--- config.mk ---
export PLATFORM = sky130hd
export DESIGN_NAME = dcr_crc_status
export DESIGN_NICKNAME = d
export VERILOG_FILES = /design/src/design/dcr_pkg.sv /design/src/design/dcr_crc_status.sv
export SDC_FILE = /design/constraint.sdc
export NUM_CORES = 1
export LEC_CHECK = 0
export BUFFER_PORTS_ARGS = -buffer_cell sky130_fd_sc_hd__buf_2
export CAP_MARGIN = 25
export CORE_MARGIN = 5
export CORE_UTILIZATION = 50
export CTS_CLUSTER_DIAMETER = 30
export DETAILED_ROUTE_END_ITERATION = 8
export PLACE_DENSITY = 0.72
export SYNTH_ARGS = -nofsm -noshare
export SYNTH_HDL_FRONTEND = slang
export SYNTH_SLANG_ARGS = --single-unit
export TNS_END_PERCENT = 20
--- constraint.sdc ---
create_clock -name clk -period 2.2 [get_ports clk]
set_input_delay 0.22 -clock clk [delete_from_list [all_inputs] [get_ports clk]]
set_output_delay 0.22 -clock clk [all_outputs]
set_load 0.1 [all_outputs]
--- src/design/dcr_pkg.sv ---
// Constants, field layouts and carrier types for the CRC result, status and QoS block.
// Assumes a single 250 MHz clock domain and an Avalon-MM register port with byte addressing.
package dcr_pkg;

   // Register indices; the byte address on the bus is four times the index.
   localparam logic [5:0] IDX_ENGINE_CONTROL = 6'h00;
   localparam logic [5:0] IDX_CRC_CONFIG = 6'h02;
   localparam logic [5:0] IDX_CRC_DATA_INPUT = 6'h04;
   localparam logic [5:0] IDX_CRC_RESULT = 6'h08;
   localparam logic [5:0] IDX_CRC_FLAGS = 6'h0C;
   localparam logic [5:0] IDX_DEBUG_HALT_CONTROL = 6'h0D;
   localparam logic [5:0] IDX_MEMORY_PRIORITY_CONTROL = 6'h0E;

   // Field positions.
   localparam int SOFT_RESET_BIT = 0;
   localparam int INPUT_SELECT_LSB = 8;
   localparam int POLY_SELECT_LSB = 2;
   localparam int BEAT_SIZE_LSB = 0;
   localparam int BUSY_BIT = 0;
   localparam int ZERO_BIT = 1;
   localparam int RUN_IN_DEBUG_BIT = 0;
   localparam int TRANSFER_PRI_LSB = 4;
   localparam int FETCH_PRI_LSB = 2;
   localparam int WRITEBACK_PRI_LSB = 0;

   // Values after reset.
   localparam logic [31:0] CRC_RESULT_RESET = 32'h0000_0000;
   localparam logic [31:0] CRC_DATA_RESET = 32'h0000_0000;
   localparam logic [5:0] INPUT_SELECT_RESET = 6'h00;
   localparam logic [1:0] FIELD2_RESET = 2'h0;
   localparam logic [7:0] PRIORITY_RESET = 8'h15;

   // Input source codes.
   localparam logic [5:0] SRC_NO_ACTION = 6'h00;
   localparam logic [5:0] SRC_IO = 6'h01;
   localparam logic [5:0] SRC_CHANNEL_BASE = 6'h20;

   // Polynomial selection and generator polynomials.
   localparam logic [1:0] POLY_CRC16 = 2'h0;
   localparam logic [1:0] POLY_CRC32 = 2'h1;
   localparam logic [15:0] GEN_CRC16 = 16'h1021;
   localparam logic [31:0] GEN_CRC32 = 32'h04C1_1DB7;

   // Beat sizes and the byte counts (one clock cycle each) they cost.
   localparam logic [1:0] BEAT_BYTE = 2'h0;
   localparam logic [1:0] BEAT_HWORD = 2'h1;
   localparam logic [1:0] BEAT_WORD = 2'h2;
   localparam logic [2:0] CYCLES_BYTE = 3'h1;
   localparam logic [2:0] CYCLES_HWORD = 3'h2;
   localparam logic [2:0] CYCLES_WORD = 3'h4;

   // Four memory access priority levels, lowest first.
   typedef enum logic [1:0] {
      DCR_PRI_BACKGROUND,
      DCR_PRI_BANDWIDTH,
      DCR_PRI_LATENCY,
      DCR_PRI_CRITICAL
   } dcr_priority_t;

   // Priorities handed to the memory arbiter.
   typedef struct packed {
      dcr_priority_t transfer_priority;
      dcr_priority_t fetch_priority;
      dcr_priority_t writeback_priority;
   } dcr_qos_t;

endpackage

--- src/design/dcr_crc_status.sv ---
// CRC result and status registers, byte-serial CRC engine, debug halt and
// memory priorities, behind an Avalon-MM slave with waitrequest.
// Assumes channel enables, data beats and the CPU halt indication come from logic on clk.
//
// Summary of operation
// RULE_01: Checksum register is 32 bits; upper 16 read zero with CRC-16.
// RULE_02: With CRC-16 and busy low, the checksum register holds the valid checksum.
// RULE_03: With CRC-32 and busy low, the checksum reads bit-reversed.
// RULE_04: Software reads the checksum only after busy has returned low.
// RULE_05: Selecting a new input source clears the zero-result flag.
// RULE_06: Zero-result flag sets when generation completes with a zero checksum.
// RULE_07: With I/O source, writing the data input register sets busy.
// RULE_08: With I/O source, writing one to busy clears it.
// RULE_09: With a channel source, busy clears when that channel is disabled.
// RULE_10: With a channel source, busy sets when that channel is enabled.
// RULE_11: Writing zero to busy does nothing; writing one does nothing for channels.
// RULE_12: Reserved bits read zero; software writes them as zero.
// RULE_13: Debug-run low halts the controller during CPU debug halt; high keeps running.
// RULE_14: Software reset leaves the debug-run bit unchanged.
// RULE_15: Bits 5:4 give the data transfer memory priority.
// RULE_16: Bits 3:2 give the descriptor fetch memory priority.
// RULE_17: Bits 1:0 give the write-back memory priority.
// RULE_18: Priority codes: 0 background, 1 bandwidth, 2 latency, 3 critical.
// RULE_19: Source codes: 0 none, 1 I/O, 0x20 up channel n; locked while busy.
// RULE_20: Polynomial codes: 0 CRC-16 CCITT, 1 CRC-32; others reserved.
// RULE_21: Each data write costs one clock cycle per byte of beat size.
// RULE_22: Write-back priority uses the same four-level encoding.
// RULE_23: While busy, new data accumulates into the running checksum.
//
// Added by the designer: the Avalon-MM slave port.
`timescale 1ns/1ns
`default_nettype none

module dcr_crc_status #(
   parameter int NUM_CHANNELS = 32
) (
   // Clock and reset.
   input wire logic clk,
   input wire logic rst_b,
   // Avalon-MM register slave.
   input wire logic [7:0] avs_address,
   input wire logic avs_read,
   input wire logic avs_write,
   input wire logic [31:0] avs_writedata,
   input wire logic [3:0] avs_byteenable,
   output logic [31:0] avs_readdata,
   output logic avs_waitrequest,
   // Channel side: enables and data beats for the checksum.
   input wire logic [NUM_CHANNELS-1:0] channel_enabled,
   input wire logic beat_valid,
   input wire logic [31:0] beat_data,
   output logic beat_ready,
   // Debug halt.
   input wire logic cpu_debug_halted,
   output logic controller_halt,
   // Memory priorities.
   output dcr_pkg::dcr_qos_t memory_priority
);
   import dcr_pkg::*;

   // Register state.
   logic [5:0] crc_input_select;
   logic [1:0] polynomial_select;
   logic [1:0] beat_size;
   logic [31:0] crc_data_input;
   logic [31:0] crc_state;
   logic crc_busy_flag;
   logic zero_result_flag;
   logic run_in_debug;
   logic done_pending;
   logic channel_was_on;
   logic [31:0] shift_word;
   logic [2:0] bytes_left;

   // Combinational terms.
   logic [5:0] reg_index;
   logic wr_accept;
   logic data_stall;
   logic src_is_io;
   logic src_is_channel;
   logic [4:0] channel_number;
   logic channel_on;
   logic io_start;
   logic beat_take;
   logic start;
   logic [2:0] beat_cycles;
   logic is_crc32;
   logic [31:0] presented;
   logic soft_reset;
   logic busy_set;
   logic busy_clear;
   logic result_write;
   logic [31:0] next_crc_state;
   logic [31:0] next_shift_word;
   logic [2:0] next_bytes_left;
   logic [7:0] wdata_lane0;

   // Mirror a 32-bit word end for end.
   function automatic logic [31:0] reverse32(input logic [31:0] value);
      logic [31:0] out;
      out = 32'h0000_0000;
      for (int i = 0; i < 32; i++) begin
         out[i] = value[31-i];
      end
      return out;
   endfunction

   // Advance the checksum by one byte. CRC-16 takes data MSB first;
   // CRC-32 takes it LSB first, so the reflected result appears once mirrored.
   function automatic logic [31:0] crc_byte(input logic [31:0] state, input logic [7:0] data,
                                            input logic wide);
      logic [31:0] s;
      logic fb;
      s = state;
      fb = 1'b0;
      for (int i = 0; i < 8; i++) begin
         if (wide) begin
            fb = s[31] ^ data[i];
            s = {s[30:0], 1'b0} ^ (fb ? GEN_CRC32 : 32'h0000_0000);
         end else begin
            fb = s[15] ^ data[7-i];
            s = {16'h0000, s[14:0], 1'b0} ^ (fb ? {16'h0000, GEN_CRC16} : 32'h0000_0000);
         end
      end
      return s;
   endfunction

   // Bus decode and source decode.
   assign reg_index = avs_address[7:2];
   assign wr_accept = avs_write && !avs_waitrequest;
   assign wdata_lane0 = avs_byteenable[0] ? avs_writedata[7:0] : 8'h00;
   assign src_is_io = (crc_input_select == SRC_IO); // RULE_19
   assign src_is_channel = (crc_input_select >= SRC_CHANNEL_BASE); // RULE_19
   assign channel_number = crc_input_select[4:0];
   assign channel_on = src_is_channel && (int'(channel_number) < NUM_CHANNELS)
                       && channel_enabled[channel_number];
   assign is_crc32 = (polynomial_select == POLY_CRC32); // RULE_20

   // A data write is held off while the engine still digests the previous beat.
   assign data_stall = avs_write && (reg_index == IDX_CRC_DATA_INPUT) && (bytes_left != 3'h0);

   // Software reset is refused while a checksum is in progress.
   assign soft_reset = wr_accept && (reg_index == IDX_ENGINE_CONTROL)
                       && wdata_lane0[SOFT_RESET_BIT] && !crc_busy_flag;

   // Checksum as software sees it.
   assign presented = is_crc32 ? reverse32(crc_state) // RULE_03
                               : {16'h0000, crc_state[15:0]}; // RULE_01 RULE_02

   // Beat size to engine cycles; the reserved code falls back to one byte.
   always_comb begin
      case (beat_size)
         BEAT_HWORD: beat_cycles = CYCLES_HWORD;
         BEAT_WORD: beat_cycles = CYCLES_WORD;
         default: beat_cycles = CYCLES_BYTE;
      endcase
   end

   // A new beat from either source starts only while not halted.
   assign io_start = wr_accept && (reg_index == IDX_CRC_DATA_INPUT) && src_is_io; // RULE_07
   assign beat_take = beat_valid && beat_ready;
   assign start = (io_start || beat_take) && !controller_halt;

   // Busy set and clear terms for both source kinds.
   assign busy_set = io_start // RULE_07
                     || (channel_on && !channel_was_on); // RULE_10
   assign busy_clear = (wr_accept && (reg_index == IDX_CRC_FLAGS) && src_is_io
                        && wdata_lane0[BUSY_BIT]) // RULE_08 RULE_11
                       || (src_is_channel && !channel_on && channel_was_on); // RULE_09

   // A checksum write seeds the engine, but only when it is idle.
   assign result_write = wr_accept && (reg_index == IDX_CRC_RESULT) && (bytes_left == 3'h0);

   // Engine next state: one byte per cycle, accumulating on the running checksum.
   always_comb begin
      next_crc_state = crc_state;
      next_shift_word = shift_word;
      next_bytes_left = bytes_left;
      if ((bytes_left != 3'h0) && !controller_halt) begin // RULE_13
         next_crc_state = crc_byte(crc_state, shift_word[7:0], is_crc32); // RULE_23
         next_shift_word = {8'h00, shift_word[31:8]};
         next_bytes_left = bytes_left - 3'h1; // RULE_21
      end else if (start) begin
         next_shift_word = io_start ? avs_writedata : beat_data;
         next_bytes_left = beat_cycles; // RULE_21
      end
      if (result_write) begin
         next_crc_state = is_crc32 ? reverse32(avs_writedata)
                                   : {16'h0000, avs_writedata[15:0]};
      end
   end

   // Engine registers.
   always_ff @(posedge clk or negedge rst_b) begin
      if (!rst_b) begin
         crc_state <= CRC_RESULT_RESET;
         shift_word <= CRC_DATA_RESET;
         bytes_left <= 3'h0;
      end else if (soft_reset) begin
         crc_state <= CRC_RESULT_RESET;
         shift_word <= CRC_DATA_RESET;
         bytes_left <= 3'h0;
      end else begin
         crc_state <= next_crc_state;
         shift_word <= next_shift_word;
         bytes_left <= next_bytes_left;
      end
   end

   // Offer channel beats while a channel source is busy and the engine is idle.
   always_ff @(posedge clk or negedge rst_b) begin
      if (!rst_b) begin
         beat_ready <= 1'b0;
      end else if (soft_reset) begin
         beat_ready <= 1'b0;
      end else begin
         beat_ready <= src_is_channel && crc_busy_flag && (next_bytes_left == 3'h0)
                       && !controller_halt && !start;
      end
   end

   // Configuration: source, polynomial and beat size. The source is frozen while busy.
   always_ff @(posedge clk or negedge rst_b) begin
      if (!rst_b) begin
         crc_input_select <= INPUT_SELECT_RESET;
         polynomial_select <= FIELD2_RESET;
         beat_size <= FIELD2_RESET;
      end else if (soft_reset) begin
         crc_input_select <= INPUT_SELECT_RESET;
         polynomial_select <= FIELD2_RESET;
         beat_size <= FIELD2_RESET;
      end else if (wr_accept && (reg_index == IDX_CRC_CONFIG)) begin
         if (avs_byteenable[1] && !crc_busy_flag) begin
            crc_input_select <= avs_writedata[INPUT_SELECT_LSB +: 6]; // RULE_19
         end
         if (avs_byteenable[0]) begin
            polynomial_select <= avs_writedata[POLY_SELECT_LSB +: 2];
            beat_size <= avs_writedata[BEAT_SIZE_LSB +: 2];
         end
      end
   end

   // Last word written to the data input register, kept for readback.
   always_ff @(posedge clk or negedge rst_b) begin
      if (!rst_b) begin
         crc_data_input <= CRC_DATA_RESET;
      end else if (soft_reset) begin
         crc_data_input <= CRC_DATA_RESET;
      end else if (wr_accept && (reg_index == IDX_CRC_DATA_INPUT)) begin
         crc_data_input <= avs_writedata;
      end
   end

   // Busy flag and channel enable history. Set wins if both arrive together.
   always_ff @(posedge clk or negedge rst_b) begin
      if (!rst_b) begin
         crc_busy_flag <= 1'b0;
         channel_was_on <= 1'b0;
      end else if (soft_reset) begin
         crc_busy_flag <= 1'b0;
         channel_was_on <= 1'b0;
      end else begin
         channel_was_on <= channel_on;
         if (busy_set) begin
            crc_busy_flag <= 1'b1; // RULE_07 RULE_10
         end else if (busy_clear) begin
            crc_busy_flag <= 1'b0; // RULE_08 RULE_09
         end
      end
   end

   // Once busy drops and the engine drains, judge the result.
   // A change of source clears the zero flag; a same-cycle set wins.
   always_ff @(posedge clk or negedge rst_b) begin
      if (!rst_b) begin
         done_pending <= 1'b0;
         zero_result_flag <= 1'b0;
      end else if (soft_reset) begin
         done_pending <= 1'b0;
         zero_result_flag <= 1'b0;
      end else begin
         if (crc_busy_flag && busy_clear && !busy_set) begin
            done_pending <= 1'b1;
         end else if (done_pending && (bytes_left == 3'h0)) begin
            done_pending <= 1'b0;
         end
         if (done_pending && (bytes_left == 3'h0) && (presented == 32'h0000_0000)) begin
            zero_result_flag <= 1'b1; // RULE_06
         end else if (wr_accept && (reg_index == IDX_CRC_CONFIG) && avs_byteenable[1]
                      && !crc_busy_flag
                      && (avs_writedata[INPUT_SELECT_LSB +: 6] != crc_input_select)) begin
            zero_result_flag <= 1'b0; // RULE_05
         end
      end
   end

   // Debug-run bit: the software reset leaves it alone.
   always_ff @(posedge clk or negedge rst_b) begin
      if (!rst_b) begin
         run_in_debug <= 1'b0;
      end else if (wr_accept && (reg_index == IDX_DEBUG_HALT_CONTROL) && avs_byteenable[0]) begin
         run_in_debug <= avs_writedata[RUN_IN_DEBUG_BIT]; // RULE_14
      end
   end

   // Halt request toward the rest of the controller; it also freezes the engine.
   always_ff @(posedge clk or negedge rst_b) begin
      if (!rst_b) begin
         controller_halt <= 1'b0;
      end else begin
         controller_halt <= cpu_debug_halted && !run_in_debug; // RULE_13
      end
   end

   // Priorities drive the arbiter straight from the register.
   always_ff @(posedge clk or negedge rst_b) begin
      if (!rst_b) begin
         memory_priority <= dcr_qos_t'(PRIORITY_RESET[5:0]);
      end else if (soft_reset) begin
         memory_priority <= dcr_qos_t'(PRIORITY_RESET[5:0]);
      end else if (wr_accept && (reg_index == IDX_MEMORY_PRIORITY_CONTROL)
                   && avs_byteenable[0]) begin
         memory_priority.transfer_priority <=
            dcr_priority_t'(avs_writedata[TRANSFER_PRI_LSB +: 2]); // RULE_15 RULE_18
         memory_priority.fetch_priority <=
            dcr_priority_t'(avs_writedata[FETCH_PRI_LSB +: 2]); // RULE_16 RULE_18
         memory_priority.writeback_priority <=
            dcr_priority_t'(avs_writedata[WRITEBACK_PRI_LSB +: 2]); // RULE_17 RULE_22
      end
   end

   // One wait state per access; waitrequest is low for one cycle.
   // Data writes also wait for the engine, which throttles software
   // to the engine rate without a buffer.
   always_ff @(posedge clk or negedge rst_b) begin
      if (!rst_b) begin
         avs_waitrequest <= 1'b1;
      end else if ((avs_read || avs_write) && avs_waitrequest && !data_stall) begin
         avs_waitrequest <= 1'b0;
      end else begin
         avs_waitrequest <= 1'b1;
      end
   end

   // Read data is captured together with the drop of waitrequest.
   // Unmapped addresses and reserved bits read as zero.
   always_ff @(posedge clk or negedge rst_b) begin
      if (!rst_b) begin
         avs_readdata <= 32'h0000_0000;
      end else if (avs_read && avs_waitrequest) begin
         case (reg_index)
            IDX_CRC_CONFIG: avs_readdata <= {16'h0000, 2'h0, crc_input_select, 4'h0,
                                             polynomial_select, beat_size}; // RULE_12
            IDX_CRC_DATA_INPUT: avs_readdata <= crc_data_input;
            IDX_CRC_RESULT: avs_readdata <= presented; // RULE_01 RULE_02 RULE_03
            IDX_CRC_FLAGS: avs_readdata <= {30'h0000_0000, zero_result_flag,
                                            crc_busy_flag}; // RULE_12
            IDX_DEBUG_HALT_CONTROL: avs_readdata <= {31'h0000_0000, run_in_debug};
            IDX_MEMORY_PRIORITY_CONTROL: avs_readdata <= {26'h000_0000, memory_priority};
            default: avs_readdata <= 32'h0000_0000;
         endcase
      end
   end

endmodule

`default_nettype wire

; Yosys cells after proc, flatten, opt, wreduce, memory -nomap -nowiden
; Cells that the tools add are included.
[classes]
add_sub_neg = 1
order_cmp = 2
n_eq_ne = 11
mux = 73
bitwise = 32
n_reduce_logical = 71
[ops]
columns = op, count
row1 = $mux 32, 26
row2 = $xor 32x27->32, 8
row3 = $mux 27, 8
row4 = $pmux 32 s6, 1
row5 = $xor 16x13->16, 8
row6 = $mux 13, 8
row7 = $logic_and 1x1->1, 41
row8 = $logic_not 32->1, 1
row9 = $mux 6, 5
row10 = $eq 6x4->1 const B, 4
row11 = $reduce_bool 3->1, 6
row12 = $xor 1x1->1, 16
row13 = $mux 1, 14
row14 = $mux 2, 6
row15 = $reduce_bool 2->1, 5
row16 = $logic_not 1->1, 9
row17 = $mux 3, 3
row18 = $eq 6x1->1 const B, 1
row19 = $eq 6x2->1 const B, 1
row20 = $eq 6x3->1 const B, 1
row21 = $ge 6x6->1 const B, 1
row22 = $logic_not 3->1, 2
row23 = $logic_not 6->1, 1
row24 = $lt 5x6->1 const B, 1
row25 = 8 further kinds, 13
[word_totals]
register_bits = 155
wordCells = 209

; Logic depth before layout (Yosys ltp)
; Gate-level depths: netlist (run 1).
[depth]
word_depth = 42
depth_mapped = 11

; Worst setup path before layout (run 1)
; Ideal clock, no wire load.
[synth_timing]
path_kind = register to register
startpoint = register avs_waitrequest
endpoint = register shift_word[6]
setup_time_ns = 0.136
arrival_ns = 2.388
required_ns = 2.064
setup_slack_ns = -0.324
stages_incl_launch_ff = 12
path_buffers = 4
period_less_slack_ns = 2.524
path_cell_list = dfstp_2 nor2b_1 buf_2 nand4_1 or2_2 buf_2 a21oi_1 buf_4 buf_2 nand2_1 o211ai_1 a21oi_1
[synth_via]
elab_chain_cells = 8
elab_cells_between_ends = 14
[synth_lines]
columns = element, line
row1 = from (decl), dcr_crc_status.sv:47  ; output logic avs_waitrequest,
row2 = from (signal assigned), dcr_crc_status.sv:337  ; avs_waitrequest <= 1'b1;
row3 = from (signal assigned), dcr_crc_status.sv:339  ; avs_waitrequest <= 1'b0;
row4 = from (signal assigned), dcr_crc_status.sv:341  ; avs_waitrequest <= 1'b1;
row5 = $logic_not 1->1 (*), dcr_crc_status.sv:130  ; assign wr_accept = avs_write && !avs_waitrequest;
row6 = $logic_and 1x1->1 (*), dcr_crc_status.sv:130
row7 = $logic_and 1x1->1 (2 in series), dcr_crc_status.sv:160  ; assign io_start = wr_accept && (reg_index == IDX_CRC_DATA_INPUT) && src_is_io;
row8 = $mux 32, dcr_crc_status.sv:184  ; next_shift_word = io_start ? avs_writedata : beat_data;
row9 = $mux 32, dcr_crc_status.sv:183  ; end else if (start) begin
row10 = $mux 32, dcr_crc_status.sv:179  ; if ((bytes_left != 3'h0) && !controller_halt) begin
row11 = $mux 32, dcr_crc_status.sv:199  ; end else if (soft_reset) begin
row12 = to (signal assigned), dcr_crc_status.sv:205  ; shift_word <= next_shift_word;
row13 = to (decl), dcr_crc_status.sv:72  ; logic [31:0] shift_word;
; Mark *: on every way between the ends. The rest lies on a longest branch, timed or not. The select of a mux whose other input is x is not followed.
; A chain may end at the register's enable or synchronous reset.

; Worst setup path in the final report (run 1)
[layout_timing]
startpoint = register crc_state[25]
endpoint = register crc_state[5]
[layout_via]
elab_chain_cells = 28
elab_cells_between_ends = 29
[layout_lines]
columns = element, line
row1 = from (decl), dcr_crc_status.sv:66  ; logic [31:0] crc_state;
row2 = from (signal assigned), dcr_crc_status.sv:204  ; crc_state <= next_crc_state;
row3 = $xor 32x27->32 (*), dcr_crc_status.sv:119  ; s = {s[30:0], 1'b0} ^ (fb ? GEN_CRC32 : 32'h0000_0000);
row4 = $mux 32 (*), dcr_crc_status.sv:117  ; if (wide) begin
row5 = $mux 32 (*), dcr_crc_status.sv:179
row6 = $xor 32x27->32 (*), dcr_crc_status.sv:119
row7 = $mux 32 (*), dcr_crc_status.sv:117
row8 = $mux 32 (*), dcr_crc_status.sv:179
row9 = $xor 32x27->32 (*), dcr_crc_status.sv:119
row10 = $mux 32 (*), dcr_crc_status.sv:117
row11 = [... 12 more ...], -
row12 = $xor 32x27->32 (*), dcr_crc_status.sv:119
row13 = $mux 32 (*), dcr_crc_status.sv:117
row14 = $mux 32 (*), dcr_crc_status.sv:179
row15 = $xor 16x13->16 or $xor 32x27->32 (tied branches), "dcr_crc_status.sv:122, dcr_crc_status.sv:119"
row16 = $mux 32 (*), dcr_crc_status.sv:117
row17 = $mux 32 (*), dcr_crc_status.sv:179
row18 = $mux 32 (*), dcr_crc_status.sv:187  ; if (result_write) begin
row19 = $mux 32 (*), dcr_crc_status.sv:199
; Marks and branches as above.

==> flow_summary.html, run 1 <==
<table>
<tr><th>Metric</th><th>Value</th></tr>
<tr><th colspan="2">Outcome</th></tr>
<tr><td>Run status</td><td>complete, but fails checks</td></tr>
<tr><td>Failing checks</td><td>negative setup slack</td></tr>
<tr><th colspan="2">Worst setup path</th></tr>
<tr><td>Worst stage delay on the critical path</td><td>450 ps</td></tr>
<tr><td>Launching point of the worst reg2reg path</td><td>crc_state[25]</td></tr>
<tr><td>Type of origin of the critical path</td><td>register</td></tr>
<tr><td>Crit Reg-Reg Endpoint</td><td>crc_state[5]</td></tr>
<tr><td>Critical path capture point type</td><td>register</td></tr>
<tr><td>Gate family responsible for the most delay along the worst path</td><td>XOR/XNOR gates</td></tr>
<tr><td>Maximum net fanout on the critical path</td><td>3</td></tr>
<tr><td>Cell type of the slowest stage on the worst timing path</td><td>xnor3_4</td></tr>
<tr><td>Cell-by-cell listing of the critical path</td><td>xnor3_4 &gt; nor2_4 &gt; xnor2_4 &gt; xnor2_2 &gt; mux2i_1 &gt; mux2_2 &gt; nand2_1</td></tr>
<tr><td>Minimum setup slack among reg-to-reg paths</td><td>-2 ps</td></tr>
<tr><td>Number of cells on the worst reg-to-reg path</td><td>7</td></tr>
<tr><td>Buffer and inverter count on the worst path</td><td>0</td></tr>
<tr><td>Critical Path RT</td><td>2580 ps</td></tr>
<tr><td>Crit Path Category</td><td>reg -&gt; reg</td></tr>
<tr><td>Arrival time of data at the critical path endpoint</td><td>2580 ps</td></tr>
<tr><th colspan="2">GRT</th></tr>
<tr><td>Largest net degree at the start of global routing</td><td>66</td></tr>
<tr><td>Via count of the first global-routing pass</td><td>9141</td></tr>
<tr><td>Total routing usage reported by global routing</td><td>30.1%</td></tr>
<tr><td>Wire length of the first global-routing pass</td><td>51300 um</td></tr>
<tr><td>Number of antenna violations at the first check in global routing</td><td>0</td></tr>
<tr><td>Overflow left after global routing</td><td>0</td></tr>
<tr><th colspan="2">Flow run</th></tr>
<tr><td>Max-cap viol count</td><td>0</td></tr>
<tr><th colspan="2">Logic synthesis</th></tr>
<tr><td>Number of synthesized flops with an enable pin</td><td>0</td></tr>
<tr><td>Area fraction of the dominant cell type after synthesis</td><td>38.6%</td></tr>
<tr><td>Combinational family with the most area after synthesis</td><td>compound AO/OA/AOI/OAI gates</td></tr>
<tr><td>Distinct cells, synth</td><td>63</td></tr>
<tr><td>Fraction of registers with async set/reset</td><td>100%</td></tr>
<tr><td>Mux contribution to synthesized area</td><td>8.02%</td></tr>
<tr><td>Primary FF master, synth</td><td>dfrtp_1</td></tr>
<tr><td>Synth top cells by count</td><td>206 x nand2_1, 151 x dfrtp_1, 104 x a21oi_1</td></tr>
<tr><td>Number of synthesized register bits</td><td>155</td></tr>
<tr><td>Top-count cell post-synth</td><td>nand2_1</td></tr>
<tr><td>Warnings from Yosys</td><td>0</td></tr>
<tr><td>Portion of the post-synthesis area used by sequential elements</td><td>between 30% and 40%</td></tr>
<tr><td>Share of the synthesized area in compound gates (AO/OA/AOI/OAI)</td><td>18.2%</td></tr>
<tr><td>Cell type with the highest aggregate area in the netlist</td><td>dfrtp_1</td></tr>
<tr><td>Adder and majority cell fraction of the synthesized area</td><td>0.511%</td></tr>
<tr><td>Post-synthesis share of cell area spent on and, or, nand and nor gates</td><td>about 16%</td></tr>
<tr><td>Biggest area contributors in the synthesized netlist</td><td>dfrtp_1 39%, nand2_1 7.9%, mux2i_1 7.7%, xnor2_1 6.1%, a21oi_1 5.3%</td></tr>
<tr><td>Area of the mapped netlist</td><td>between 9000 and 10000 um^2</td></tr>
<tr><td>Synthesized-area fraction occupied by xor and xnor cells</td><td>12.0%</td></tr>
<tr><td>Post-synthesis average cell area</td><td>8.75 um^2</td></tr>
<tr><td>Total nets after synthesis</td><td>1236</td></tr>
<tr><td>Number of instances in the synthesized netlist</td><td>1118</td></tr>
<tr><th colspan="2">STA</th></tr>
<tr><td>Final number of max-transition violations</td><td>0</td></tr>
<tr><td>Transition time at the pin with the least slew margin</td><td>668 ps</td></tr>
<tr><td>Number of failing hold endpoints at the final stage</td><td>0</td></tr>
<tr><td>Final worst slack</td><td>-2.01 ps</td></tr>
<tr><td>Worst Hold Margin</td><td>33.6 ps</td></tr>
<tr><td>Relative slew margins</td><td>between 50% and 60%</td></tr>
<tr><td>Highest attainable clock frequency</td><td>roughly 450 MHz</td></tr>
<tr><td>Tmin final</td><td>approximately 2200 ps</td></tr>
<tr><td>Setup repair after global routing missed its margin</td><td>true</td></tr>
<tr><td>Final setup TNS</td><td>-2.01 ps</td></tr>
<tr><td>Total setup violations reported at the end of the flow</td><td>1</td></tr>
<tr><td>Post-Route Skew</td><td>11.0 ps</td></tr>
<tr><td>Post-route fraction of the period consumed by the critical path</td><td>100%</td></tr>
<tr><th colspan="2">Clocking</th></tr>
<tr><td>Number of buffers created by CTS</td><td>17</td></tr>
<tr><td>Clock tree from TritonCTS</td><td>built</td></tr>
<tr><td>Number of H-tree levels</td><td>4</td></tr>
<tr><td>Buffer depth of the longest clock path</td><td>2</td></tr>
<tr><td>Worst-Skew Late Latency</td><td>440 ps</td></tr>
<tr><td>Clock sink count</td><td>about 160</td></tr>
<tr><td>Root cell of the clock tree</td><td>clkbuf_16</td></tr>
<tr><td>Reg clk slew, reported paths</td><td>approximately 70 ps</td></tr>
<tr><th colspan="2">Power and ir drop</th></tr>
<tr><td>Share of power burned in registers</td><td>36.5%</td></tr>
<tr><td>Leakage power of the design</td><td>5.60 nW</td></tr>
<tr><td>Switching power as a share of total power</td><td>37.4%</td></tr>
<tr><td>Power after layout</td><td>0.00947 W</td></tr>
<tr><td>Design internal power</td><td>between 0.005 and 0.006 W</td></tr>
<tr><td>Combinational share of power</td><td>32.8%</td></tr>
<tr><td>PwrDens</td><td>781 nW/um^2</td></tr>
<tr><td>Sw Pwr</td><td>0.00354 W</td></tr>
<tr><td>Part of the power in the clock network</td><td>30.7%</td></tr>
<tr><td>Max rail drop VDD</td><td>roughly 660 uV</td></tr>
<tr><th colspan="2">Route</th></tr>
<tr><td>Iter 0 DRT Violations</td><td>around 1300</td></tr>
<tr><td>Antenna Violating Nets Remaining</td><td>0</td></tr>
<tr><td>Detailed Routing Iterations Pass 1</td><td>6</td></tr>
<tr><td>Routed length per instance</td><td>21.8 um</td></tr>
<tr><td>Total vias in the final route</td><td>9577</td></tr>
<tr><td>Final wirelength</td><td>34400 um</td></tr>
<tr><td>Vias per inst</td><td>a little over 6</td></tr>
<tr><td>DRC violations left</td><td>0</td></tr>
<tr><th colspan="2">Floorplan</th></tr>
<tr><td>Core Region</td><td>around 19000 um^2</td></tr>
<tr><td>Number of top-level pins</td><td>155</td></tr>
<tr><td>Die Y-Extent</td><td>150 um</td></tr>
<tr><td>Horizontal die dimension</td><td>150 um</td></tr>
<tr><td>Total number of placement rows</td><td>51</td></tr>
<tr><td>Overall die area</td><td>22500 um^2</td></tr>
<tr><td>Starting density of the core</td><td>50.5%</td></tr>
<tr><th colspan="2">Layout</th></tr>
<tr><td>Net count of the finished layout</td><td>1414</td></tr>
<tr><td>Finished layout cell area</td><td>12100 um^2</td></tr>
<tr><td>Area overhead of the layout relative to synthesis</td><td>23.9%</td></tr>
<tr><td>Layout Utilization</td><td>62.5%</td></tr>
<tr><td>Share of final-layout standard cells stronger than drive strength 1</td><td>about 25%</td></tr>
<tr><th colspan="2">Min path</th></tr>
<tr><td>HP Start</td><td>avs_write</td></tr>
<tr><td>Cell depth of the worst min-delay path</td><td>2</td></tr>
<tr><td>Endpoint of the worst hold-timing path</td><td>avs_waitrequest</td></tr>
<tr><td>Classification of the worst-slack hold path</td><td>in -&gt; reg</td></tr>
<tr><th colspan="2">Placement</th></tr>
<tr><td>Final estimated routing congestion in global placement</td><td>0.982</td></tr>
<tr><td>Count of port buffers added during placement</td><td>150</td></tr>
<tr><td>HPWL after DPL</td><td>about 24000 um</td></tr>
<tr><td>Cell area after placement</td><td>11300 um^2</td></tr>
</table>
## how the worst max path moves through the flow
stage | from | endpoint | slack (ps) | cells past startpoint
final | crc_state[25] | crc_state[5] | -2 | 7
after detailed placement | bytes_left[0] | crc_state[22] | -120 | 8
after global placement | bytes_left[0] | crc_state[27] | -50 | 8
after floorplan | avs_waitrequest | beat_ready | -60 | 9
after CTS | crc_state[31] | crc_state[5] | 0.6 | 7
after global routing | shift_word[0] | crc_state[24] | -50 | 7
## through the flow
step	setup slack, ps	cells
after floorplan	-58.0	1118
after global placement	-49.7	1534
after detailed placement	-121	1534
after CTS	0.609	1568
after global routing	-47.8	1574
final	-2.01	1575
## final cells by class
cell class | count | area [um^2]
diodes | 1 | 2.50
clock buffers | 19 | 453
clock inverters | 13 | 125
fillers | 1694 | 7280
inverters | 8 | 30.0
multi-input cells | 856 | 5580
flip-flops and latches | 155 | 3890
well taps | 265 | 332
repair buffers | 258 | 1710
## flip-flops by register name, summed over array words and instances, names as in the netlist, 2 cells and up
| name | count |
|---|---|
| shift_word | 32 |
| crc_state | 32 |
| beat_size | 2 |
| memory_priority | 6 |
| avs_readdata | 32 |
| crc_data_input | 32 |
| bytes_left | 3 |
| crc_input_select | 6 |
| polynomial_select | 2 |
## power by group through the flow
stage / clock [W] / sequential [W] / combinational (W)
global route: 0.00306 / 0.00347 / 0.00333
detailed placement: 0 / 0.00348 / 0.00287
CTS: 0.00293 / 0.00343 / 0.00292
global placement: 0 / 0.00348 / 0.00282
finish: 0.00291 / 0.00346 / 0.00311
floorplan: 0 / 0.00346 / 0.00180
## cells in the final DEF (no fill, tap or decap), types with 43 or more instances in the layout
cell type  count
xnor2_1       66
nor2_1        59
o21ai_0       61
mux2i_1       74
nand2_1      204
buf_4         92
buf_2        149
a21oi_1      102
dfrtp_1      150
nand3_1       43
## kinds of logic after synthesis
logic type      count (synthesis)
flops                         155
compound gates                288
mux                            78
buf+inv                       107
simple gates                  373
xor+xnor                      113
fa+ha+maj                       4
## layer usage
| layer | track usage [%] | part of all wire (%) | vias to the layer above |
|---|---|---|---|
| met5 | 0 | 0 | - |
| met4 | 17.2 | 6.4 | 0 |
| met3 | 7.12 | 11 | 159 |
| met2 | 45.6 | 45 | 601 |
| met1 | 39.5 | 38 | 4533 |
| li1 | - | - | 4284 |
## timing repair
action | 4_1_cts | 5_1_grt
buffers inserted | 0 | 5
gates resized for setup | 4 | 29
gates cloned | 0 | 1
endpoints found under the setup margin | 19 | 112
endpoints found under the hold margin | 57 | 0
hold buffers | 2 | 0
pin swaps | 1 | 19
Note: power is estimated with default switching activity, not from simulation.
==> run 2: changes to the inputs <==
--- a/config.mk
+++ b/config.mk
@@ -7,11 +7,14 @@
 export LEC_CHECK = 0
 export BUFFER_PORTS_ARGS = -buffer_cell sky130_fd_sc_hd__buf_2
 export CAP_MARGIN = 25
+export CELL_PAD_IN_SITES_DETAIL_PLACEMENT = 0
+export CELL_PAD_IN_SITES_GLOBAL_PLACEMENT = 1
 export CORE_MARGIN = 5
-export CORE_UTILIZATION = 50
+export CORE_UTILIZATION = 39
 export CTS_CLUSTER_DIAMETER = 30
 export DETAILED_ROUTE_END_ITERATION = 8
-export PLACE_DENSITY = 0.72
+export GPL_TIMING_DRIVEN = 0
+export PLACE_DENSITY = 0.74
 export SYNTH_ARGS = -nofsm -noshare
 export SYNTH_HDL_FRONTEND = slang
 export SYNTH_SLANG_ARGS = --single-unit
==> flow_summary.html, run 2 (synthesis results as in run 1) <==
<table>
<tr><th>Metric</th><th>Value</th></tr>
<tr><th colspan="2">Route</th></tr>
<tr><td>Total vias in the final route</td><td>9431</td></tr>
<tr><td>Iter 0 DRT Violations</td><td>between 900 and 1000</td></tr>
<tr><td>DRC violations left</td><td>0</td></tr>
<tr><td>Final wirelength</td><td>38400 um</td></tr>
<tr><td>Vias per inst</td><td>approximately 5.7</td></tr>
<tr><td>Detailed Routing Iterations Pass 1</td><td>6</td></tr>
<tr><td>Antenna Violating Nets Remaining</td><td>0</td></tr>
<tr><td>Routed length per instance</td><td>~23 um</td></tr>
<tr><th colspan="2">Floorplan</th></tr>
<tr><td>Starting density of the core</td><td>39.2%</td></tr>
<tr><td>Core Region</td><td>around 25000 um^2</td></tr>
<tr><td>Die Y-Extent</td><td>~170 um</td></tr>
<tr><td>Number of top-level pins</td><td>155</td></tr>
<tr><td>Horizontal die dimension</td><td>168 um</td></tr>
<tr><td>Overall die area</td><td>roughly 28000 um^2</td></tr>
<tr><td>Total number of placement rows</td><td>58</td></tr>
<tr><th colspan="2">STA</th></tr>
<tr><td>Setup repair after global routing missed its margin</td><td>true</td></tr>
<tr><td>Post-Route Skew</td><td>between 10 and 15 ps</td></tr>
<tr><td>Relative slew margins</td><td>roughly three fifths</td></tr>
<tr><td>Tmin final</td><td>2280 ps</td></tr>
<tr><td>Number of failing hold endpoints at the final stage</td><td>0</td></tr>
<tr><td>Worst Hold Margin</td><td>39.2 ps</td></tr>
<tr><td>Post-route fraction of the period consumed by the critical path</td><td>104%</td></tr>
<tr><td>Final worst slack</td><td>-82.0 ps</td></tr>
<tr><td>Highest attainable clock frequency</td><td>438 MHz</td></tr>
<tr><td>Final number of max-transition violations</td><td>0</td></tr>
<tr><td>Transition time at the pin with the least slew margin</td><td>616 ps</td></tr>
<tr><td>Total setup violations reported at the end of the flow</td><td>7</td></tr>
<tr><th colspan="2">Layout</th></tr>
<tr><td>Reg area</td><td>3900 um^2</td></tr>
<tr><td>Share of final-layout standard cells stronger than drive strength 1</td><td>between 20% and 30%</td></tr>
<tr><td>Layout Utilization</td><td>49.4%</td></tr>
<tr><td>Highest-count cells in the layout ignoring fill and taps</td><td>203 x nand2_1, 153 x buf_2, 142 x dfrtp_1, 102 x a21oi_1, 73 x mux2i_1</td></tr>
<tr><td>Most frequent standard cell in the layout excluding fill and tap cells</td><td>nand2_1</td></tr>
<tr><td>Multi-input gate area in the final layout</td><td>about 5700 um^2</td></tr>
<tr><td># diodes</td><td>0</td></tr>
<tr><td>Net count of the finished layout</td><td>between 1000 and 1500</td></tr>
<tr><td>Area overhead of the layout relative to synthesis</td><td>26.1%</td></tr>
<tr><td>Number of inserted filler cells in the final layout</td><td>2512</td></tr>
<tr><th colspan="2">Power and ir drop</th></tr>
<tr><td>PwrDens</td><td>772 nW/um^2</td></tr>
<tr><td>Max rail drop VDD</td><td>about 450 uV</td></tr>
<tr><td>Sw Pwr</td><td>0.00372 W</td></tr>
<tr><td>Part of the power in the clock network</td><td>between 30% and 40%</td></tr>
<tr><td>Power after layout</td><td>0.00953 W</td></tr>
<tr><td>Switching power as a share of total power</td><td>39.1%</td></tr>
<tr><td>Combinational share of power</td><td>31.7%</td></tr>
<tr><td>Share of power burned in registers</td><td>36.9%</td></tr>
<tr><td>Leakage power of the design</td><td>5.60 nW</td></tr>
<tr><td>Design internal power</td><td>0.00580 W</td></tr>
<tr><th colspan="2">Clocking</th></tr>
<tr><td>Buffer depth of the longest clock path</td><td>2</td></tr>
<tr><td>Clock sink count</td><td>around 160</td></tr>
<tr><td>Worst-Skew Late Latency</td><td>approximately 440 ps</td></tr>
<tr><td>Reg clk slew, reported paths</td><td>70 ps</td></tr>
<tr><td>Clock tree from TritonCTS</td><td>built</td></tr>
<tr><td>Number of H-tree levels</td><td>4</td></tr>
<tr><td>Number of buffers created by CTS</td><td>17</td></tr>
<tr><td>Root cell of the clock tree</td><td>clkbuf_16</td></tr>
<tr><th colspan="2">GRT</th></tr>
<tr><td>Largest net degree at the start of global routing</td><td>about 110</td></tr>
<tr><td>Overflow left after global routing</td><td>0</td></tr>
<tr><td>Wire length of the first global-routing pass</td><td>around 58000 um</td></tr>
<tr><td>Via count of the first global-routing pass</td><td>9446</td></tr>
<tr><td>Number of antenna violations at the first check in global routing</td><td>0</td></tr>
<tr><td>Total routing usage reported by global routing</td><td>26.8%</td></tr>
<tr><th colspan="2">Worst setup path</th></tr>
<tr><td>Crit Path Category</td><td>reg -&gt; reg</td></tr>
<tr><td>Critical path capture point type</td><td>register</td></tr>
<tr><td>Maximum net fanout on the critical path</td><td>6</td></tr>
<tr><td>Critical Path RT</td><td>2520 ps</td></tr>
<tr><td>Type of origin of the critical path</td><td>register</td></tr>
<tr><td>Arrival time of data at the critical path endpoint</td><td>between 2000 and 3000 ps</td></tr>
<tr><th colspan="2">Min path</th></tr>
<tr><td>Classification of the worst-slack hold path</td><td>in -&gt; reg</td></tr>
<tr><th colspan="2">Flow run</th></tr>
<tr><td>Max-cap viol count</td><td>0</td></tr>
<tr><th colspan="2">Placement</th></tr>
<tr><td>Final estimated routing congestion in global placement</td><td>0.956</td></tr>
<tr><td>HPWL after DPL</td><td>28200 um</td></tr>
<tr><td>Count of port buffers added during placement</td><td>149</td></tr>
<tr><th colspan="2">Outcome</th></tr>
<tr><td>Run status</td><td>complete, but fails checks</td></tr>
<tr><td>Failing checks</td><td>negative setup slack</td></tr>
</table>
## run 2: worst paths after layout
path                       depth (start not counted)  slack (ps)             endpoint              from
setup reg to reg                                   9         -80        crc_state[15]     crc_state[31]
setup / recovery                                   9         -80        crc_state[15]     crc_state[31]
max in group asynchronous                          3        1030  crc_input_select[4]             rst_b
min in group asynchronous                          2         280        crc_state[30]             rst_b
hold / removal                                     2          40      controller_halt  cpu_debug_halted
hold reg to reg                                    1         470      controller_halt      run_in_debug
## run 2: critical path, stage by stage, from the launching register on
cell	delay (ps)
dfrtp_2	440
buf_4	170
xor2_4	230
buf_4	220
xor2_1	170
xnor3_1	250
a21oi_1	270
xnor2_1	100
a221oi_1	260
nor2_1	60
## run 2: what timing repair did
item                                   in CTS  in global routing
hold buffers                                3                  0
endpoints found under the hold margin      45                  0
pin swaps                                  23                 20
gates resized for setup                    81                 53
buffers inserted                           25                  6
cloned                                      1                  0
setup endpoints to repair                 141                114
## run 2: power groups by stage
stage / registers, W / clock network (W) / logic, W
6_report: 0.00351 / 0.00299 / 0.00302
5_1_grt: 0.00351 / 0.00316 / 0.00323
4_1_cts: 0.00348 / 0.00303 / 0.00292
3_5_place_dp: 0.00353 / 0 / 0.00277
3_3_place_gp: 0.00354 / 0 / 0.00275
2_1_floorplan: 0.00346 / 0 / 0.00180
## run 2: routing by layer
layer | up-vias | wire (um) | GRT usage (%)
li1 | 4322 | - | -
met1 | 4576 | 16000 | 35.7
met2 | 432 | 17800 | 43.7
met3 | 101 | 3020 | 5.12
met4 | 0 | 1550 | 9.84
met5 | - | 0 | 0
## run 2: per-stage QoR
stage / instances / cell area, um^2 / setup TNS, ps / setup WS (ps)
2_1_floorplan: 1118 / 9860 / -1850 / -58.0
3_3_place_gp: 1597 / 11000 / -329500 / -1940
3_5_place_dp: 1599 / 11100 / -73960 / -1040
4_1_cts: 1650 / 12200 / -416 / -77.4
5_1_grt: 1655 / 12300 / -1400 / -153
6_report: 1655 / 12300 / -245 / -82.0
## run 2: area by class of cell
type	count	share of cell area, %
inverter	8	0.243
clock inverter	15	1.34
tap	330	3.35
clock buffer	17	3.45
multi-input combinational	856	46.2
sequential	155	31.6
timing repair buffer	186	9.09
buffer	88	4.71
==> run 3: changes to the inputs <==
==> constraint.sdc (replaced) <==
create_clock -name clk -period 2.2 [get_ports clk]
set_input_delay 0.44 -clock clk [delete_from_list [all_inputs] [get_ports clk]]
set_output_delay 0.44 -clock clk [all_outputs]
set_load 0.1 [all_outputs]
==> flow_summary.html, run 3 (synthesis results as in run 1) <==
<table>
<tr><th>Metric</th><th>Value</th></tr>
<tr><th colspan="2">Outcome</th></tr>
<tr><td>Run status</td><td>complete, but fails checks</td></tr>
<tr><td>Failing checks</td><td>negative setup slack</td></tr>
<tr><th colspan="2">Worst setup path</th></tr>
<tr><td>Worst stage delay on the critical path</td><td>between 400 and 500 ps</td></tr>
<tr><td>Critical path capture point type</td><td>register</td></tr>
<tr><td>Crit Path Category</td><td>reg -&gt; reg</td></tr>
<tr><td>Cell-by-cell listing of the critical path</td><td>buf_4 &gt; xor2_4 &gt; buf_4 &gt; xor2_1 &gt; xnor3_1 &gt; a21oi_1 &gt; xnor2_1 &gt; a221oi_1 &gt; nor2_1</td></tr>
<tr><td>Type of origin of the critical path</td><td>register</td></tr>
<tr><td>Number of cells on the worst reg-to-reg path</td><td>9</td></tr>
<tr><td>Critical Path RT</td><td>2520 ps</td></tr>
<tr><td>Most frequent CP cell</td><td>buf_4</td></tr>
<tr><td>Arrival time of data at the critical path endpoint</td><td>2590 ps</td></tr>
<tr><td>Launching instance or port of the critical path</td><td>crc_state[31]</td></tr>
<tr><td>Worst Setup EP</td><td>crc_state[15]</td></tr>
<tr><td>Minimum setup slack among reg-to-reg paths</td><td>-70 ps</td></tr>
<tr><td>Maximum net fanout on the critical path</td><td>6</td></tr>
<tr><td>Launching point of the worst reg2reg path</td><td>crc_state[31]</td></tr>
<tr><td>Crit Reg-Reg Endpoint</td><td>crc_state[15]</td></tr>
<tr><td>Cell type of the slowest stage on the worst timing path</td><td>dfrtp_2</td></tr>
<tr><th colspan="2">Floorplan</th></tr>
<tr><td>Horizontal die dimension</td><td>roughly 170 um</td></tr>
<tr><td>Number of top-level pins</td><td>around 160</td></tr>
<tr><td>Overall die area</td><td>~28000 um^2</td></tr>
<tr><td>Total number of placement rows</td><td>between 50 and 60</td></tr>
<tr><td>Core Region</td><td>approximately 25000 um^2</td></tr>
<tr><td>Die Y-Extent</td><td>roughly 170 um</td></tr>
<tr><td>Starting density of the core</td><td>39.2%</td></tr>
<tr><th colspan="2">Power and ir drop</th></tr>
<tr><td>Leakage power of the design</td><td>5.60 nW</td></tr>
<tr><td>Share of power burned in registers</td><td>36.8%</td></tr>
<tr><td>Design internal power</td><td>approximately 0.0058 W</td></tr>
<tr><td>Sw Pwr</td><td>0.00373 W</td></tr>
<tr><td>PwrDens</td><td>773 nW/um^2</td></tr>
<tr><td>Combinational share of power</td><td>31.7%</td></tr>
<tr><td>Part of the power in the clock network</td><td>between 30% and 40%</td></tr>
<tr><td>Switching power as a share of total power</td><td>39.1%</td></tr>
<tr><td>Max rail drop VDD</td><td>460 uV</td></tr>
<tr><th colspan="2">STA</th></tr>
<tr><td>Final worst slack</td><td>-69.8 ps</td></tr>
<tr><td>Number of failing hold endpoints at the final stage</td><td>0</td></tr>
<tr><td>Post-Route Skew</td><td>10.9 ps</td></tr>
<tr><td>Tmin final</td><td>2270 ps</td></tr>
<tr><td>Relative slew margins</td><td>57.8%</td></tr>
<tr><td>Highest attainable clock frequency</td><td>441 MHz</td></tr>
<tr><td>Transition time at the pin with the least slew margin</td><td>~630 ps</td></tr>
<tr><td>Final number of max-transition violations</td><td>0</td></tr>
<tr><td>Post-route fraction of the period consumed by the critical path</td><td>103%</td></tr>
<tr><td>Total setup violations reported at the end of the flow</td><td>9</td></tr>
<tr><td>Setup repair after global routing missed its margin</td><td>true</td></tr>
<tr><th colspan="2">Route</th></tr>
<tr><td>DRC violations left</td><td>0</td></tr>
<tr><td>Routed length per instance</td><td>23.2 um</td></tr>
<tr><td>Final wirelength</td><td>38300 um</td></tr>
<tr><td>Total vias in the final route</td><td>approximately 9400</td></tr>
<tr><td>Detailed Routing Iterations Pass 1</td><td>7</td></tr>
<tr><td>Antenna Violating Nets Remaining</td><td>0</td></tr>
<tr><td>Vias per inst</td><td>around 5.7</td></tr>
<tr><td>Iter 0 DRT Violations</td><td>950</td></tr>
<tr><th colspan="2">Layout</th></tr>
<tr><td>Net count of the finished layout</td><td>1429</td></tr>
<tr><td>Most frequent standard cell in the layout excluding fill and tap cells</td><td>nand2_1</td></tr>
<tr><td>Share of final-layout standard cells stronger than drive strength 1</td><td>25.3%</td></tr>
<tr><td>Number of inserted filler cells in the final layout</td><td>2512</td></tr>
<tr><td># diodes</td><td>0</td></tr>
<tr><td>Area overhead of the layout relative to synthesis</td><td>26.0%</td></tr>
<tr><td>Reg area</td><td>approximately 4000 um^2</td></tr>
<tr><td>Highest-count cells in the layout ignoring fill and taps</td><td>203 x nand2_1, 153 x buf_2, 142 x dfrtp_1, 102 x a21oi_1, 73 x mux2i_1</td></tr>
<tr><td>Number of cells in the finished layout apart from fillers</td><td>between 1500 and 2000</td></tr>
<tr><td>Multi-input gate area in the final layout</td><td>roughly 5700 um^2</td></tr>
<tr><td>Layout Utilization</td><td>49.4%</td></tr>
<tr><th colspan="2">Placement</th></tr>
<tr><td>Total instance count after detailed placement</td><td>about 1600</td></tr>
<tr><td>HPWL after DPL</td><td>28200 um</td></tr>
<tr><td>Count of port buffers added during placement</td><td>149</td></tr>
<tr><td>Final estimated routing congestion in global placement</td><td>around 0.96</td></tr>
<tr><th colspan="2">GRT</th></tr>
<tr><td>Layer with the highest usage</td><td>met2</td></tr>
<tr><td>Largest net degree at the start of global routing</td><td>roughly 110</td></tr>
<tr><td>Via count of the first global-routing pass</td><td>9434</td></tr>
<tr><td>Fraction of met3 tracks used by global routing</td><td>5.12%</td></tr>
<tr><td>Overflow left after global routing</td><td>0</td></tr>
<tr><td>Wire length of the first global-routing pass</td><td>between 50000 and 60000 um</td></tr>
<tr><td>Number of antenna violations at the first check in global routing</td><td>0</td></tr>
<tr><td>Routing usage on met1</td><td>35.7%</td></tr>
<tr><td>Total routing usage reported by global routing</td><td>26.8%</td></tr>
<tr><td>Met2 Usage GRT</td><td>43.6%</td></tr>
<tr><th colspan="2">Min path</th></tr>
<tr><td>Classification of the worst-slack hold path</td><td>in -&gt; reg</td></tr>
<tr><td>HP Start</td><td>avs_read</td></tr>
<tr><th colspan="2">Clocking</th></tr>
<tr><td>Buffer depth of the longest clock path</td><td>2</td></tr>
<tr><td>Clock tree from TritonCTS</td><td>built</td></tr>
<tr><td>Root cell of the clock tree</td><td>clkbuf_16</td></tr>
<tr><td>Clock sink count</td><td>155</td></tr>
<tr><td>Number of H-tree levels</td><td>4</td></tr>
<tr><td>Number of buffers created by CTS</td><td>17</td></tr>
<tr><td>Reg clk slew, reported paths</td><td>70 ps</td></tr>
<tr><td>Worst-Skew Late Latency</td><td>440 ps</td></tr>
<tr><th colspan="2">Flow run</th></tr>
<tr><td>Max-cap viol count</td><td>0</td></tr>
</table>
[run 3: power groups by stage]
stage          clock (W)  combinational (W)  sequential (W)
6_report         0.00300            0.00302         0.00351
5_1_grt          0.00316            0.00324         0.00351
4_1_cts          0.00303            0.00291         0.00348
3_5_place_dp           0            0.00277         0.00353
3_3_place_gp           0            0.00275         0.00354
2_1_floorplan          0            0.00180         0.00346
[run 3: timing repair]
| action | CTS | global route |
|---|---|---|
| setup endpoints to repair | 141 | 112 |
| cloned | 1 | 0 |
| pin swaps | 23 | 21 |
| gates resized for setup | 82 | 53 |
| endpoints found under the hold margin | 44 | 0 |
| buffers inserted | 25 | 6 |
| hold buffers | 1 | 0 |
[run 3: how the worst min path moves through the flow]
stage | end | slack [ps] | depth (start not counted)
6_report | avs_waitrequest | 190 | 2
5_1_grt | avs_waitrequest | 190 | 2
4_1_cts | avs_waitrequest | 180 | 2
3_5_place_dp | crc_state[30] | 360 | 1
3_3_place_gp | controller_halt | 450 | 1
2_1_floorplan | avs_readdata[0] | 140 | 0
[run 3: final cells by class]
cell class | count | area share (%)
Buffer | 89 | 4.76
Clock buffer | 17 | 3.45
Clock inverter | 15 | 1.34
Inverter | 8 | 0.244
Multi-Input combinational cell | 856 | 46.3
Sequential cell | 155 | 31.6
Tap cell | 330 | 3.35
Timing Repair Buffer | 184 | 8.94
[run 3: critical path: cells and delay by family (launching register included)]
kind / cells / cell delay (ps)
flops: 1 / 440
buf+inv: 2 / 390
compound gates: 2 / 520
xor+xnor: 4 / 750
simple gates: 1 / 60
[run 3: routing by layer]
layer	part of all wire, %	vias to the layer above
li1	-	4318
met3	8.2	85
met2	46	439
met5	0	-
met4	3.8	0
met1	42	4574
[run 3: stage by stage]
step	setup TNS, ps	setup WS [ps]	area (um^2)	total power (W)	hold WS (ps)
2_1_floorplan	-1850	-58.0	9860	0.00526	144
3_3_place_gp	-378300	-2160	11000	0.00629	446
3_5_place_dp	-88850	-1040	11100	0.00630	362
4_1_cts	-416	-77.4	12200	0.00942	182
5_1_grt	-1330	-153	12300	0.00990	192
6_report	-287	-69.8	12300	0.00953	186
